--- src/core/timer_map.vh ---
// register indices, field positions and reset values of the 8-bit timer
`ifndef TIMER_MAP_VH
`define TIMER_MAP_VH

// ****************************************************************
// register indices (byte address is four times the index)
// ****************************************************************
`define IDX_CONTROL_MAIN 4'h0
`define IDX_SYNC_OUTPUT_SELECT 4'h1
`define IDX_SYNC_INPUT_CONTROL 4'h2
`define IDX_IRQ_ENABLE 4'h3
`define IDX_EVENT_FLAGS 4'h4
`define IDX_EVENT_REQUEST 4'h5
`define IDX_COUNT_VALUE 4'h6
`define IDX_DIVIDER_SELECT 4'h7
`define IDX_RELOAD_VALUE 4'h8
// compact minimal layout moves irq enable and later down by this
`define IDX_COMPACT_SHIFT 4'h2

// ****************************************************************
// field positions
// ****************************************************************
`define BIT_RUN_ENABLE 0
`define BIT_UPDATE_DISABLE 1
`define BIT_UPDATE_SOURCE 2
`define BIT_ONE_SHOT 3
`define BIT_RELOAD_BUFFER 7
`define BIT_UPDATE 0
`define BIT_TRIGGER 6
`define DIV_FIELD_MSB 2

// ****************************************************************
// writable bit masks (reserved bits read zero, ignore writes)
// ****************************************************************
`define MASK_CONTROL_MAIN 8'h8f
`define MASK_SYNC_OUTPUT 8'h70
`define MASK_SYNC_INPUT 8'hf7
`define MASK_EVENTS_SYNCED 8'h41
`define MASK_EVENTS_MINIMAL 8'h01
`define MASK_DIVIDER 8'h07

// ****************************************************************
// reset values
// ****************************************************************
`define RST_ZERO 8'h00
`define RST_RELOAD 8'hff

`endif

--- src/core/basic_timer.v ---
// 8-bit auto-reload up timer with APB register slave
//
// Chosen here: register access over APB.
`timescale 1ns/1ns
`include "timer_map.vh"

// What this block does
// - writing one to trigger_generate sets trigger_flag; bit never holds
// - trigger interrupt reaches irq only when trigger_irq_enable is set
// - minimal variant: trigger_generate reserved, writes raise nothing
// - update_generate restarts counter and raises an update event
// - update_generate also clears the prescaler division counter
// - update_generate clears itself; writing zero does nothing
// - counter value is 8 bits, read/write, resets to zero
// - tick rate is clock divided by 2 to the 3-bit divider field
// - divider field copied to active setting on every update event
// - reload value is 8 bits, read/write, resets to all ones
// - minimal variant has compact or gapped layout, chosen by parameter
// - counts upward, ticks derive only from the master clock
// - update_disable blocks update events and keeps active copies
// - update events set update_flag, except software updates while update_source is set; only software clears it
// - one_shot_mode clears counter_run_enable at next update event
module basic_timer #(
   parameter SYNCED = 1,
   parameter COMPACT_LAYOUT = 0,
   parameter ADDR_W = 8,
   parameter DIV_W = 7
) (
   input wire clock,
   input wire rst,
   input wire psel,
   input wire penable,
   input wire pwrite,
   input wire [ADDR_W-1:0] paddr,
   input wire [31:0] pwdata,
   output wire [31:0] prdata,
   output wire pready,
   output wire pslverr,
   output wire irq,
   output wire updateEvent
);

   // ****************************************************************
   // register storage
   // ****************************************************************
   reg [7:0] control_reg;
   reg [7:0] syncOut_reg;
   reg [7:0] syncIn_reg;
   reg [7:0] irqEnable_reg;
   reg [7:0] flags_reg;
   reg [7:0] count_reg;
   reg [7:0] count_next;
   reg [7:0] divSel_reg;
   reg [7:0] reloadPre_reg;
   reg [7:0] reloadAct_reg;
   reg [7:0] readData_reg;
   reg readErr_reg;
   reg update_reg;

   // ****************************************************************
   // address decode
   // ****************************************************************
   wire [3:0] rawIndex;
   wire upperZero;
   reg [3:0] logIndex;
   reg mapped;
   wire [7:0] eventMask;

   assign rawIndex = paddr[5:2];
   generate
      if (ADDR_W > 6) begin : gUpper
         assign upperZero = (paddr[ADDR_W-1:6] == {(ADDR_W-6){1'b0}});
      end else begin : gNoUpper
         assign upperZero = 1'b1;
      end
   endgenerate

   // event bits that exist in this variant
   assign eventMask = SYNCED ? `MASK_EVENTS_SYNCED : `MASK_EVENTS_MINIMAL;

   // map the bus index to the full-layout index
   always @* begin
      logIndex = rawIndex;
      if (!SYNCED && COMPACT_LAYOUT && rawIndex != `IDX_CONTROL_MAIN) begin
         logIndex = rawIndex + `IDX_COMPACT_SHIFT;
      end
      mapped = upperZero & (paddr[1:0] == 2'b00) &
               (logIndex <= `IDX_RELOAD_VALUE);
      if (!SYNCED && (logIndex == `IDX_SYNC_OUTPUT_SELECT ||
                      logIndex == `IDX_SYNC_INPUT_CONTROL)) begin
         mapped = 1'b0;
      end
      // high compact indices would wrap onto the control register
      if (!SYNCED && COMPACT_LAYOUT &&
          rawIndex > (`IDX_RELOAD_VALUE - `IDX_COMPACT_SHIFT)) begin
         mapped = 1'b0;
      end
   end

   // ****************************************************************
   // bus strobes
   // ****************************************************************
   wire setupPhase;
   wire writeStrobe;
   wire [7:0] wData;
   wire selControl;
   wire selSyncOut;
   wire selSyncIn;
   wire selIrqEn;
   wire selFlags;
   wire selRequest;
   wire selCount;
   wire selDivider;
   wire selReload;

   assign setupPhase = psel & ~penable;
   // writes take effect only at the completing access edge
   assign writeStrobe = psel & penable & pwrite & mapped;
   assign wData = pwdata[7:0];
   assign selControl = writeStrobe & (logIndex == `IDX_CONTROL_MAIN);
   assign selSyncOut = writeStrobe & (logIndex == `IDX_SYNC_OUTPUT_SELECT);
   assign selSyncIn = writeStrobe & (logIndex == `IDX_SYNC_INPUT_CONTROL);
   assign selIrqEn = writeStrobe & (logIndex == `IDX_IRQ_ENABLE);
   assign selFlags = writeStrobe & (logIndex == `IDX_EVENT_FLAGS);
   assign selRequest = writeStrobe & (logIndex == `IDX_EVENT_REQUEST);
   assign selCount = writeStrobe & (logIndex == `IDX_COUNT_VALUE);
   assign selDivider = writeStrobe & (logIndex == `IDX_DIVIDER_SELECT);
   assign selReload = writeStrobe & (logIndex == `IDX_RELOAD_VALUE);

   // zero wait states; error only for unmapped addresses
   assign pready = psel & penable;
   assign pslverr = psel & penable & readErr_reg;
   assign prdata = {24'h000000, readData_reg};

   // ****************************************************************
   // control field views
   // ****************************************************************
   wire runEnable;
   wire updateDisable;
   wire updateSource;
   wire oneShot;
   wire reloadBuffer;
   wire updateGenerate;
   wire triggerGenerate;

   assign runEnable = control_reg[`BIT_RUN_ENABLE];
   assign updateDisable = control_reg[`BIT_UPDATE_DISABLE];
   assign updateSource = control_reg[`BIT_UPDATE_SOURCE];
   assign oneShot = control_reg[`BIT_ONE_SHOT];
   assign reloadBuffer = control_reg[`BIT_RELOAD_BUFFER];
   // request bits act for one cycle only and never stay stored
   assign updateGenerate = selRequest & wData[`BIT_UPDATE];
   assign triggerGenerate = selRequest & wData[`BIT_TRIGGER] &
                            (SYNCED != 0);

   // ****************************************************************
   // counter tick and update event
   // ****************************************************************
   wire tick;
   wire overflow;
   wire updateNow;
   wire updFlagSet;

   // prescaler is fed from the master clock only
   timer_prescaler #(
      .DIV_W(DIV_W)
   ) uPrescaler (
      .clock(clock),
      .rst(rst),
      .run(runEnable),
      .clear(updateGenerate),
      .load(updateNow),
      .selectIn(divSel_reg[`DIV_FIELD_MSB:0]),
      .tick(tick)
   );

   assign overflow = tick & (count_reg == reloadAct_reg);
   // update_disable suppresses every update event
   assign updateNow = (overflow | updateGenerate) & ~updateDisable;
   // software updates raise the flag only with update_source clear
   assign updFlagSet = updateNow & (overflow | ~updateSource);
   assign updateEvent = update_reg;

   // counter next value, software write taking precedence
   always @* begin
      count_next = count_reg;
      if (selCount) begin
         count_next = wData;
      end else if (updateGenerate) begin
         count_next = `RST_ZERO;
      end else if (overflow) begin
         count_next = `RST_ZERO;
      end else if (tick) begin
         count_next = count_reg + 8'h01;
      end
   end

   // counter register
   always @(posedge clock or posedge rst) begin
      if (rst) begin
         count_reg <= `RST_ZERO;
      end else begin
         count_reg <= count_next;
      end
   end

   // registered copy of the update event for the outside
   always @(posedge clock or posedge rst) begin
      if (rst) begin
         update_reg <= 1'b0;
      end else begin
         update_reg <= updateNow;
      end
   end

   // ****************************************************************
   // control register with one-shot stop
   // ****************************************************************
   always @(posedge clock or posedge rst) begin
      if (rst) begin
         control_reg <= `RST_ZERO;
      end else if (selControl) begin
         control_reg <= wData & `MASK_CONTROL_MAIN;
         if (updateNow && oneShot) begin
            control_reg[`BIT_RUN_ENABLE] <= 1'b0;
         end
      end else if (updateNow && oneShot) begin
         control_reg[`BIT_RUN_ENABLE] <= 1'b0;
      end
   end

   // ****************************************************************
   // synchronisation registers (stored only in the synced variant)
   // ****************************************************************
   always @(posedge clock or posedge rst) begin
      if (rst) begin
         syncOut_reg <= `RST_ZERO;
         syncIn_reg <= `RST_ZERO;
      end else if (SYNCED != 0) begin
         if (selSyncOut) begin
            syncOut_reg <= wData & `MASK_SYNC_OUTPUT;
         end
         if (selSyncIn) begin
            syncIn_reg <= wData & `MASK_SYNC_INPUT;
         end
      end
   end

   // ****************************************************************
   // interrupt enable, divider and reload registers
   // ****************************************************************
   always @(posedge clock or posedge rst) begin
      if (rst) begin
         irqEnable_reg <= `RST_ZERO;
         divSel_reg <= `RST_ZERO;
      end else begin
         if (selIrqEn) begin
            irqEnable_reg <= wData & eventMask;
         end
         if (selDivider) begin
            divSel_reg <= wData & `MASK_DIVIDER;
         end
      end
   end

   // reload preload and active copy; unbuffered writes go straight in
   always @(posedge clock or posedge rst) begin
      if (rst) begin
         reloadPre_reg <= `RST_RELOAD;
         reloadAct_reg <= `RST_RELOAD;
      end else begin
         if (selReload) begin
            reloadPre_reg <= wData;
         end
         if (selReload && !reloadBuffer) begin
            reloadAct_reg <= wData;
         end else if (updateNow) begin
            reloadAct_reg <= reloadPre_reg;
         end
      end
   end

   // ****************************************************************
   // sticky event flags, write one to clear, set wins
   // ****************************************************************
   wire [7:0] flagSet;
   wire [7:0] flagClr;

   assign flagSet = ({7'h00, updFlagSet} << `BIT_UPDATE) |
                    ({7'h00, triggerGenerate} << `BIT_TRIGGER);
   assign flagClr = selFlags ? wData : 8'h00;

   genvar fi;
   generate
      for (fi = 0; fi < 8; fi = fi + 1) begin : gFlag
         // per-bit sticky flag
         always @(posedge clock or posedge rst) begin
            if (rst) begin
               flags_reg[fi] <= 1'b0;
            end else if (!eventMask[fi]) begin
               flags_reg[fi] <= 1'b0;
            end else if (flagSet[fi]) begin
               flags_reg[fi] <= 1'b1;
            end else if (flagClr[fi]) begin
               flags_reg[fi] <= 1'b0;
            end
         end
      end
   endgenerate

   // level interrupt while any enabled flag is pending
   assign irq = |(flags_reg & irqEnable_reg);

   // ****************************************************************
   // read data, captured in the setup phase
   // ****************************************************************
   reg [7:0] readMux;

   // select read value by logical index
   always @* begin
      readMux = 8'h00;
      case (logIndex)
         `IDX_CONTROL_MAIN: readMux = control_reg;
         `IDX_SYNC_OUTPUT_SELECT: readMux = syncOut_reg;
         `IDX_SYNC_INPUT_CONTROL: readMux = syncIn_reg;
         `IDX_IRQ_ENABLE: readMux = irqEnable_reg;
         `IDX_EVENT_FLAGS: readMux = flags_reg;
         `IDX_EVENT_REQUEST: readMux = 8'h00;
         `IDX_COUNT_VALUE: readMux = count_reg;
         `IDX_DIVIDER_SELECT: readMux = divSel_reg;
         `IDX_RELOAD_VALUE: readMux = reloadPre_reg;
         default: readMux = 8'h00;
      endcase
      if (!mapped) begin
         readMux = 8'h00;
      end
   end

   // hold read data and error through the access phase
   always @(posedge clock or posedge rst) begin
      if (rst) begin
         readData_reg <= 8'h00;
         readErr_reg <= 1'b0;
      end else if (setupPhase) begin
         readData_reg <= pwrite ? 8'h00 : readMux;
         readErr_reg <= ~mapped;
      end
   end

endmodule // basic_timer

--- src/core/timer_prescaler.v ---
// power-of-two prescaler with buffered division setting
`timescale 1ns/1ns
module timer_prescaler #(
   parameter DIV_W = 7
) (
   input wire clock,
   input wire rst,
   input wire run,
   input wire clear,
   input wire load,
   input wire [2:0] selectIn,
   output wire tick
);
   reg [DIV_W-1:0] divCount_reg;
   reg [2:0] activeSel_reg;
   wire [DIV_W-1:0] divMask;

   // terminal count is 2^setting - 1
   assign divMask = ~({DIV_W{1'b1}} << activeSel_reg);
   assign tick = run & ~clear & (divCount_reg == divMask);

   // active setting only changes on an update event
   always @(posedge clock or posedge rst) begin
      if (rst) begin
         activeSel_reg <= 3'h0;
      end else if (load) begin
         activeSel_reg <= selectIn;
      end
   end

   // division counter, restarted by a forced update
   always @(posedge clock or posedge rst) begin
      if (rst) begin
         divCount_reg <= {DIV_W{1'b0}};
      end else if (clear) begin
         divCount_reg <= {DIV_W{1'b0}};
      end else if (run) begin
         if (tick) begin
            divCount_reg <= {DIV_W{1'b0}};
         end else begin
            divCount_reg <= divCount_reg + {{(DIV_W-1){1'b0}}, 1'b1};
         end
      end
   end
endmodule // timer_prescaler
--- config.mk ---
export PLATFORM = sky130hd
export DESIGN_NAME = basic_timer
export DESIGN_NICKNAME = d
export VERILOG_FILES = /design/src/core/basic_timer.v /design/src/core/timer_prescaler.v
export VERILOG_INCLUDE_DIRS = /design/src /design/src/core
export SDC_FILE = /design/constraint.sdc
export NUM_CORES = 1
export LEC_CHECK = 0
export BUFFER_PORTS_ARGS = -buffer_cell sky130_fd_sc_hd__buf_2
export CORE_MARGIN = 2
export CORE_UTILIZATION = 50
export DETAILED_ROUTE_END_ITERATION = 6
export PLACE_DENSITY = 0.73
export SLEW_MARGIN = 40
export SYNTH_ARGS = -nofsm -noshare
export SYNTH_HDL_FRONTEND = slang
export SYNTH_SLANG_ARGS = --single-unit
--- constraint.sdc ---
create_clock -name clock -period 2.7 [get_ports clock]
set_clock_uncertainty 0.15 [all_clocks]
set_input_delay 0 -clock clock [delete_from_list [all_inputs] [get_ports clock]]
set_output_delay 0 -clock clock [all_outputs]
set_load 0.01 [all_outputs]
After elaboration in Yosys (flattened, before gate mapping) --
Cells that the tools add are included.
Word-level totals: input port bits 45, output and inout port bits 36, register bits 66, logic and storage cells 96
Cells by class: mux-type cells 20, eq/ne operators 10, reduce and logical (&&, ||, !) cells 13, $lt $le $gt $ge 1, add/subtract/negate cells 2, bitwise operators 33, shifts and indexed selects 1
Operators with widths (count):
- $mux 8 | 8
- $pmux 8 s8 | 1
- $mux 7 | 4
- $and 1x1->1 | 23
- $eq 4x3->1 const B | 4
- $reduce_bool 2->1 | 5
- $add 8x1->8 const B | 1
- $eq 4x2->1 const B | 2
- $eq 8x8->1 | 1
- $reduce_or 8->1 | 1
- $add 7x1->7 const B | 1
- $and 7x7->7 | 1
- $eq 7x7->1 | 1
- $mux 1 | 7
- $not 7->7 | 1
- $or 1x7->7 | 1
- $shl 7x3->7 const A | 1
- $not 1->1 | 5
- $eq 4x1->1 const B | 1
- $eq 4x4->1 const B | 1
- $le 4x4->1 const B | 1
- $logic_not 2->1 | 2
- $logic_not 4->1 | 1
- $reduce_bool 4->1 | 1
- other kinds (3) | 5

Logic depth before layout (Yosys ltp) --
depth in word-level cells 15, depth in mapped cells 7, depth with buffers taken out 6

Cells and area by module --
Synthesis repeated with hierarchy kept, for this count alone.
Second synthesis, totals: cells, all modules 410, area total of the unflattened synthesis 4116.4 sq um
By module, submodules not included:
- basic_timer | sequential area each 1421.4 sq um, times used 1, area each 3394.5 sq um, cells each 336
- timer_prescaler | sequential area each 250.2 sq um, times used 1, area each 721.9 sq um, cells each 74

Worst setup path before layout --
Ideal clock, no wire load.
kind flip-flop to flip-flop, start point register uPrescaler.activeSel_reg[0], end point register count_reg[1], slack 365 ps, data required time 2425 ps, data arrival time 2060 ps, cell stages (with the launch flop) 7, path buffers 1, library setup time 125 ps, clock period less this slack 2335 ps, cells stage by stage dfrtp_1 -> or2_2 -> o311ai_1 -> o2bb2ai_1 -> o31a_1 -> clkbuf_1 -> mux2_2
On the way: word-level cells in the longest chain between the ends 8, elaborated cells between the ends (all ways) 9, those cells by class 1 x eq/ne; 1 x shift; 3 x mux; 3 x bitwise; 1 x reduce/logical
Ends and longest elaborated chain:
- start: declaration | line timer_prescaler.v:15 | reg [2:0] activeSel_reg;
- start signal: assignment | line timer_prescaler.v:27 | activeSel_reg <= selectIn;
- $shl 7x3->7 * | line timer_prescaler.v:19 | assign divMask = ~({DIV_W{1'b1}} << activeSel_reg);
- $not 7->7 * | line timer_prescaler.v:19
- $eq 7x7->1 * | line timer_prescaler.v:20 | assign tick = run & ~clear & (divCount_reg == divMask);
- $and 1x1->1 * | line timer_prescaler.v:20
- $and 1x1->1 | line basic_timer.v:177 | assign overflow = tick & (count_reg == reloadAct_reg);
- $mux 8 | line basic_timer.v:191 | end else if (overflow) begin
- $mux 8 | line basic_timer.v:189 | end else if (updateGenerate) begin
- $mux 8 | line basic_timer.v:187 | if (selCount) begin
- end signal: assignment | line basic_timer.v:201 | count_reg <= `RST_ZERO;
- end signal: assignment | line basic_timer.v:203 | count_reg <= count_next;
- end: declaration | line basic_timer.v:51 | reg [7:0] count_reg;
Mark *: on every way between the ends. The rest lies on a longest branch, timed or not. A chain may end at the register's enable or synchronous reset.

Worst setup path after layout --
start point register uPrescaler.activeSel_reg[1], end point register uPrescaler.activeSel_reg[1]
On the way: word-level cells in the longest chain between the ends 7
Ends and longest elaborated chain:
- $shl 7x3->7 | line timer_prescaler.v:19
- $not 7->7 | line timer_prescaler.v:19
- $eq 7x7->1 | line timer_prescaler.v:20
- $and 1x1->1 | line timer_prescaler.v:20
- $and 1x1->1 | line basic_timer.v:177
- $or 1x1->1 | line basic_timer.v:179 | assign updateNow = (overflow | updateGenerate) & ~updateDisable;
- $and 1x1->1 | line basic_timer.v:179
No other way between the ends.

==> results.toml <==
[setup_path]
crit_buf_inv = 0
path_delay_family = "compound AO/OA/AOI/OAI gates"
rr_endpoint = "uPrescaler.activeSel_reg[1]"
rrSetupSlack_ps = 240
cp-start-kind = "flip-flop"
crit_path_end_kind = "flip-flop"
ff2ff_path_depth = 5
cp-startpoint = "uPrescaler.activeSel_reg[1]"
path_cells = "or2_2, o311ai_1, a21oi_1, and3_1, a311o_1"
path_depth = 5
critPathMaxStageDelay_ps = 510
crit_required_ps = 2770
crit_fanout = 13
endpoint = "uPrescaler.activeSel_reg[1]"
cp_slowest_cell = "dfrtp_1"
worstSetupPathType = "reg -> reg"
r2r_start = "uPrescaler.activeSel_reg[1]"
crit_arrival_ps = 2530

[placement]
gp_congestion = 0.951
dpl.hpwl_um = 7720
io_buffer_count = 32

[pwr]
p_sw_uw = 549
clock_power_share = 0.409
leakagePower_uw = 0.00212
p_per_area_nw_per_um2 = 439
swShare = 0.259
power.internal_uw = 1570
p_seq_frac = 0.495
power_frac_comb = 0.096
max-vdd-ir-drop_uv = 302

[floorplanning]
rows = 33
core_um2 = 8300
start_util = 0.520
io_pins = 81
dieWidth_um = 96.9
die_h_um = 96.9
die-area_um2 = 9390

[synthesis]
ys_ff_latch = 66
synth_area_leader_cell = "dfrtp_1"
synth-edff-count = 0
yosys_warnings = 0
ys.flop_type = "dfrtp_1"
synth_cell_types = 67
synthArstFlopShare = 1.00
synth_cells = 463
syn_avg_cell_area_um2 = 9.32
synthTopCellsByArea = "dfrtp_1, dfstp_2, mux2_2"
synth_top_area_share = 0.290
syn_area_um2 = 4310
yosysSeqAreaShare = 0.387

[clocking]
cts_tree = "done"
htreeDepth = 3
root_buffer = "clkbuf_8"
clk_latency_ps = 350
post-cts-setup-buffers = 0
cts_sinks = 66
clk_pin_slew_ps = 70
cts_inserted_buffers = 9
cts_buffer_depth = 2

[detailed_routing]
wl_per_cell_um = 17.9
vias_per_cell = 6.19
ant_nets = 0
first_pass_iters = 5
wirelength_um = 10900
vias = 3797
drtIter0Drc = 510
post-route-drc-count = 0

[final_layout]
mostFrequentLayoutCell = "dfrtp_1"
fin_util = 0.581
areaGrowthSynthToFinish_pct = 11.7
n_antenna_cell = 0
layout-drive-gt1-share = 0.248
final_nets = 550
final_cell_mix = "dfrtp_1, nand2_1, buf_2, nor2_1, mux2_2"

[run_status]
outcome = "complete, no violations"

[global_route]
grt_use_total = 0.234
grt_max_degree = 67
grt_overflow = 0
grt_antenna_before_repair = 0
first_global_vias = 3391
grt_pass1_wl_um = 17900

[timing]
tns_ps = 0
rsz0062_at_grt = "no"
finalCritPeriodShare = 0.911
max_clock_freq_mhz = 407
slew_headroom = 0.548
final.min_clock_period_ps = 2460
hold_violations = 0
worstMarginPinSlew_ps = 672
drv_slew = 0
timing.final.setup_violations = 0

[worst_hold_path]
holdCritPathClass = "in -> reg"

[job]
drv_cap = 0
## layer usage
metal,track usage,part of all wire,vias to the layer above
met4,0.102,0.032,0
met5,0,0,-
li1,-,-,1767
met2,0.361,0.47,170
met1,0.321,0.43,1831
met3,0.0470,0.070,29
## power by group through the flow
| stage | registers (uW) | clock network, uW | logic [uW] |
|---|---|---|---|
| final | 1050 | 866 | 202 |
| after global routing | 1050 | 920 | 225 |
| after CTS | 1050 | 883 | 199 |
| after detailed placement | 1060 | 0 | 187 |
| after global placement | 1060 | 0 | 184 |
| after floorplan | 1050 | 0 | 159 |
## stage by stage
step                      std cells  cell area [um^2]  worst slack, ps  hold slack (ps)  total power [uW]
after global routing            613              4820             9.57             77.4              2200
after detailed placement        587              4510              264              141              1250
final                           613              4820              242             69.4              2120
after floorplan                 486              4400              365            -5.64              1210
after CTS                       613              4810              254             49.6              2130
after global placement          587              4510              338              139              1250
## synthesized netlist by cell type (all sizes together) (2+ instances only)
master and count:
inv 17, dfrtp 50, o211ai 5, clkbuf 18
a2bb2oi 3, nand3b 3, nand3 18, or3 2
mux2i 5, nor4 6, xnor2 9, nand4 3
nor2b 6, a31oi 6, nor2 31, nand2 33
a22o 5, buf 35, a21oi 16, a22oi 10
o31a 3, nand2b 11, mux2 30, ha 2
o21ai 25, or2 6, nor3 18, a221oi 11
dfstp 16, and4 8, o41ai 2, and3 2
nor4b 2, nor3b 5, a311o 3, a21o 3
a211oi 8, o22ai 2, or4 2, o221ai 6
## cell families (layout without fill, tap and decap cells)
logic type | Yosys count | after routing | synth area share
AND/OR/NAND/NOR | 160 | 160 | 0.213
AO/OA/AOI/OAI | 120 | 120 | 0.198
buffers and inverters | 70 | 92 | 0.0867
flip-flops | 66 | 66 | 0.387
adder cells (fa/ha/maj) | 2 | 2 | 0.00580
XOR/XNOR | 9 | 9 | 0.0183
other | 1 | 24 | 0.000869
multiplexers | 35 | 35 | 0.0899
## what timing repair did
action / in CTS / in global routing
resized for setup: 0 / 0
endpoints found under the hold margin: 95 / 0
hold buffers: 10 / 0
## cell type report
cell class                      instances  area [um^2]
Fill cell                             698         3480
Multi-Input combinational cell        350         2350
Sequential cell                        66         1670
Timing Repair Buffer                   59          392
Clock buffer                           12          155
Tap cell                              105          131
Inverter                               17         63.8
Clock inverter                          4         50.0
## worst register-to-register path, cell delays in order (launching register included)
cell and delay [ps]:
dfrtp_1 510, or2_2 340, o311ai_1 430, a21oi_1 210, and3_1 380, a311o_1 330
## how the worst min path moves through the flow
stage / from / end / slack, ps / cells after the start
final: psel / readData_reg[1] / 70 / 4
after global placement: rst / syncOut_reg[4] / 140 / 3
after detailed placement: rst / syncOut_reg[4] / 140 / 3
after floorplan: penable / pready / -6 / 1
after CTS: paddr[2] / flags_reg[6] / 50 / 2
after global routing: paddr[2] / flags_reg[6] / 80 / 2
(Power assumes the default switching activity.)
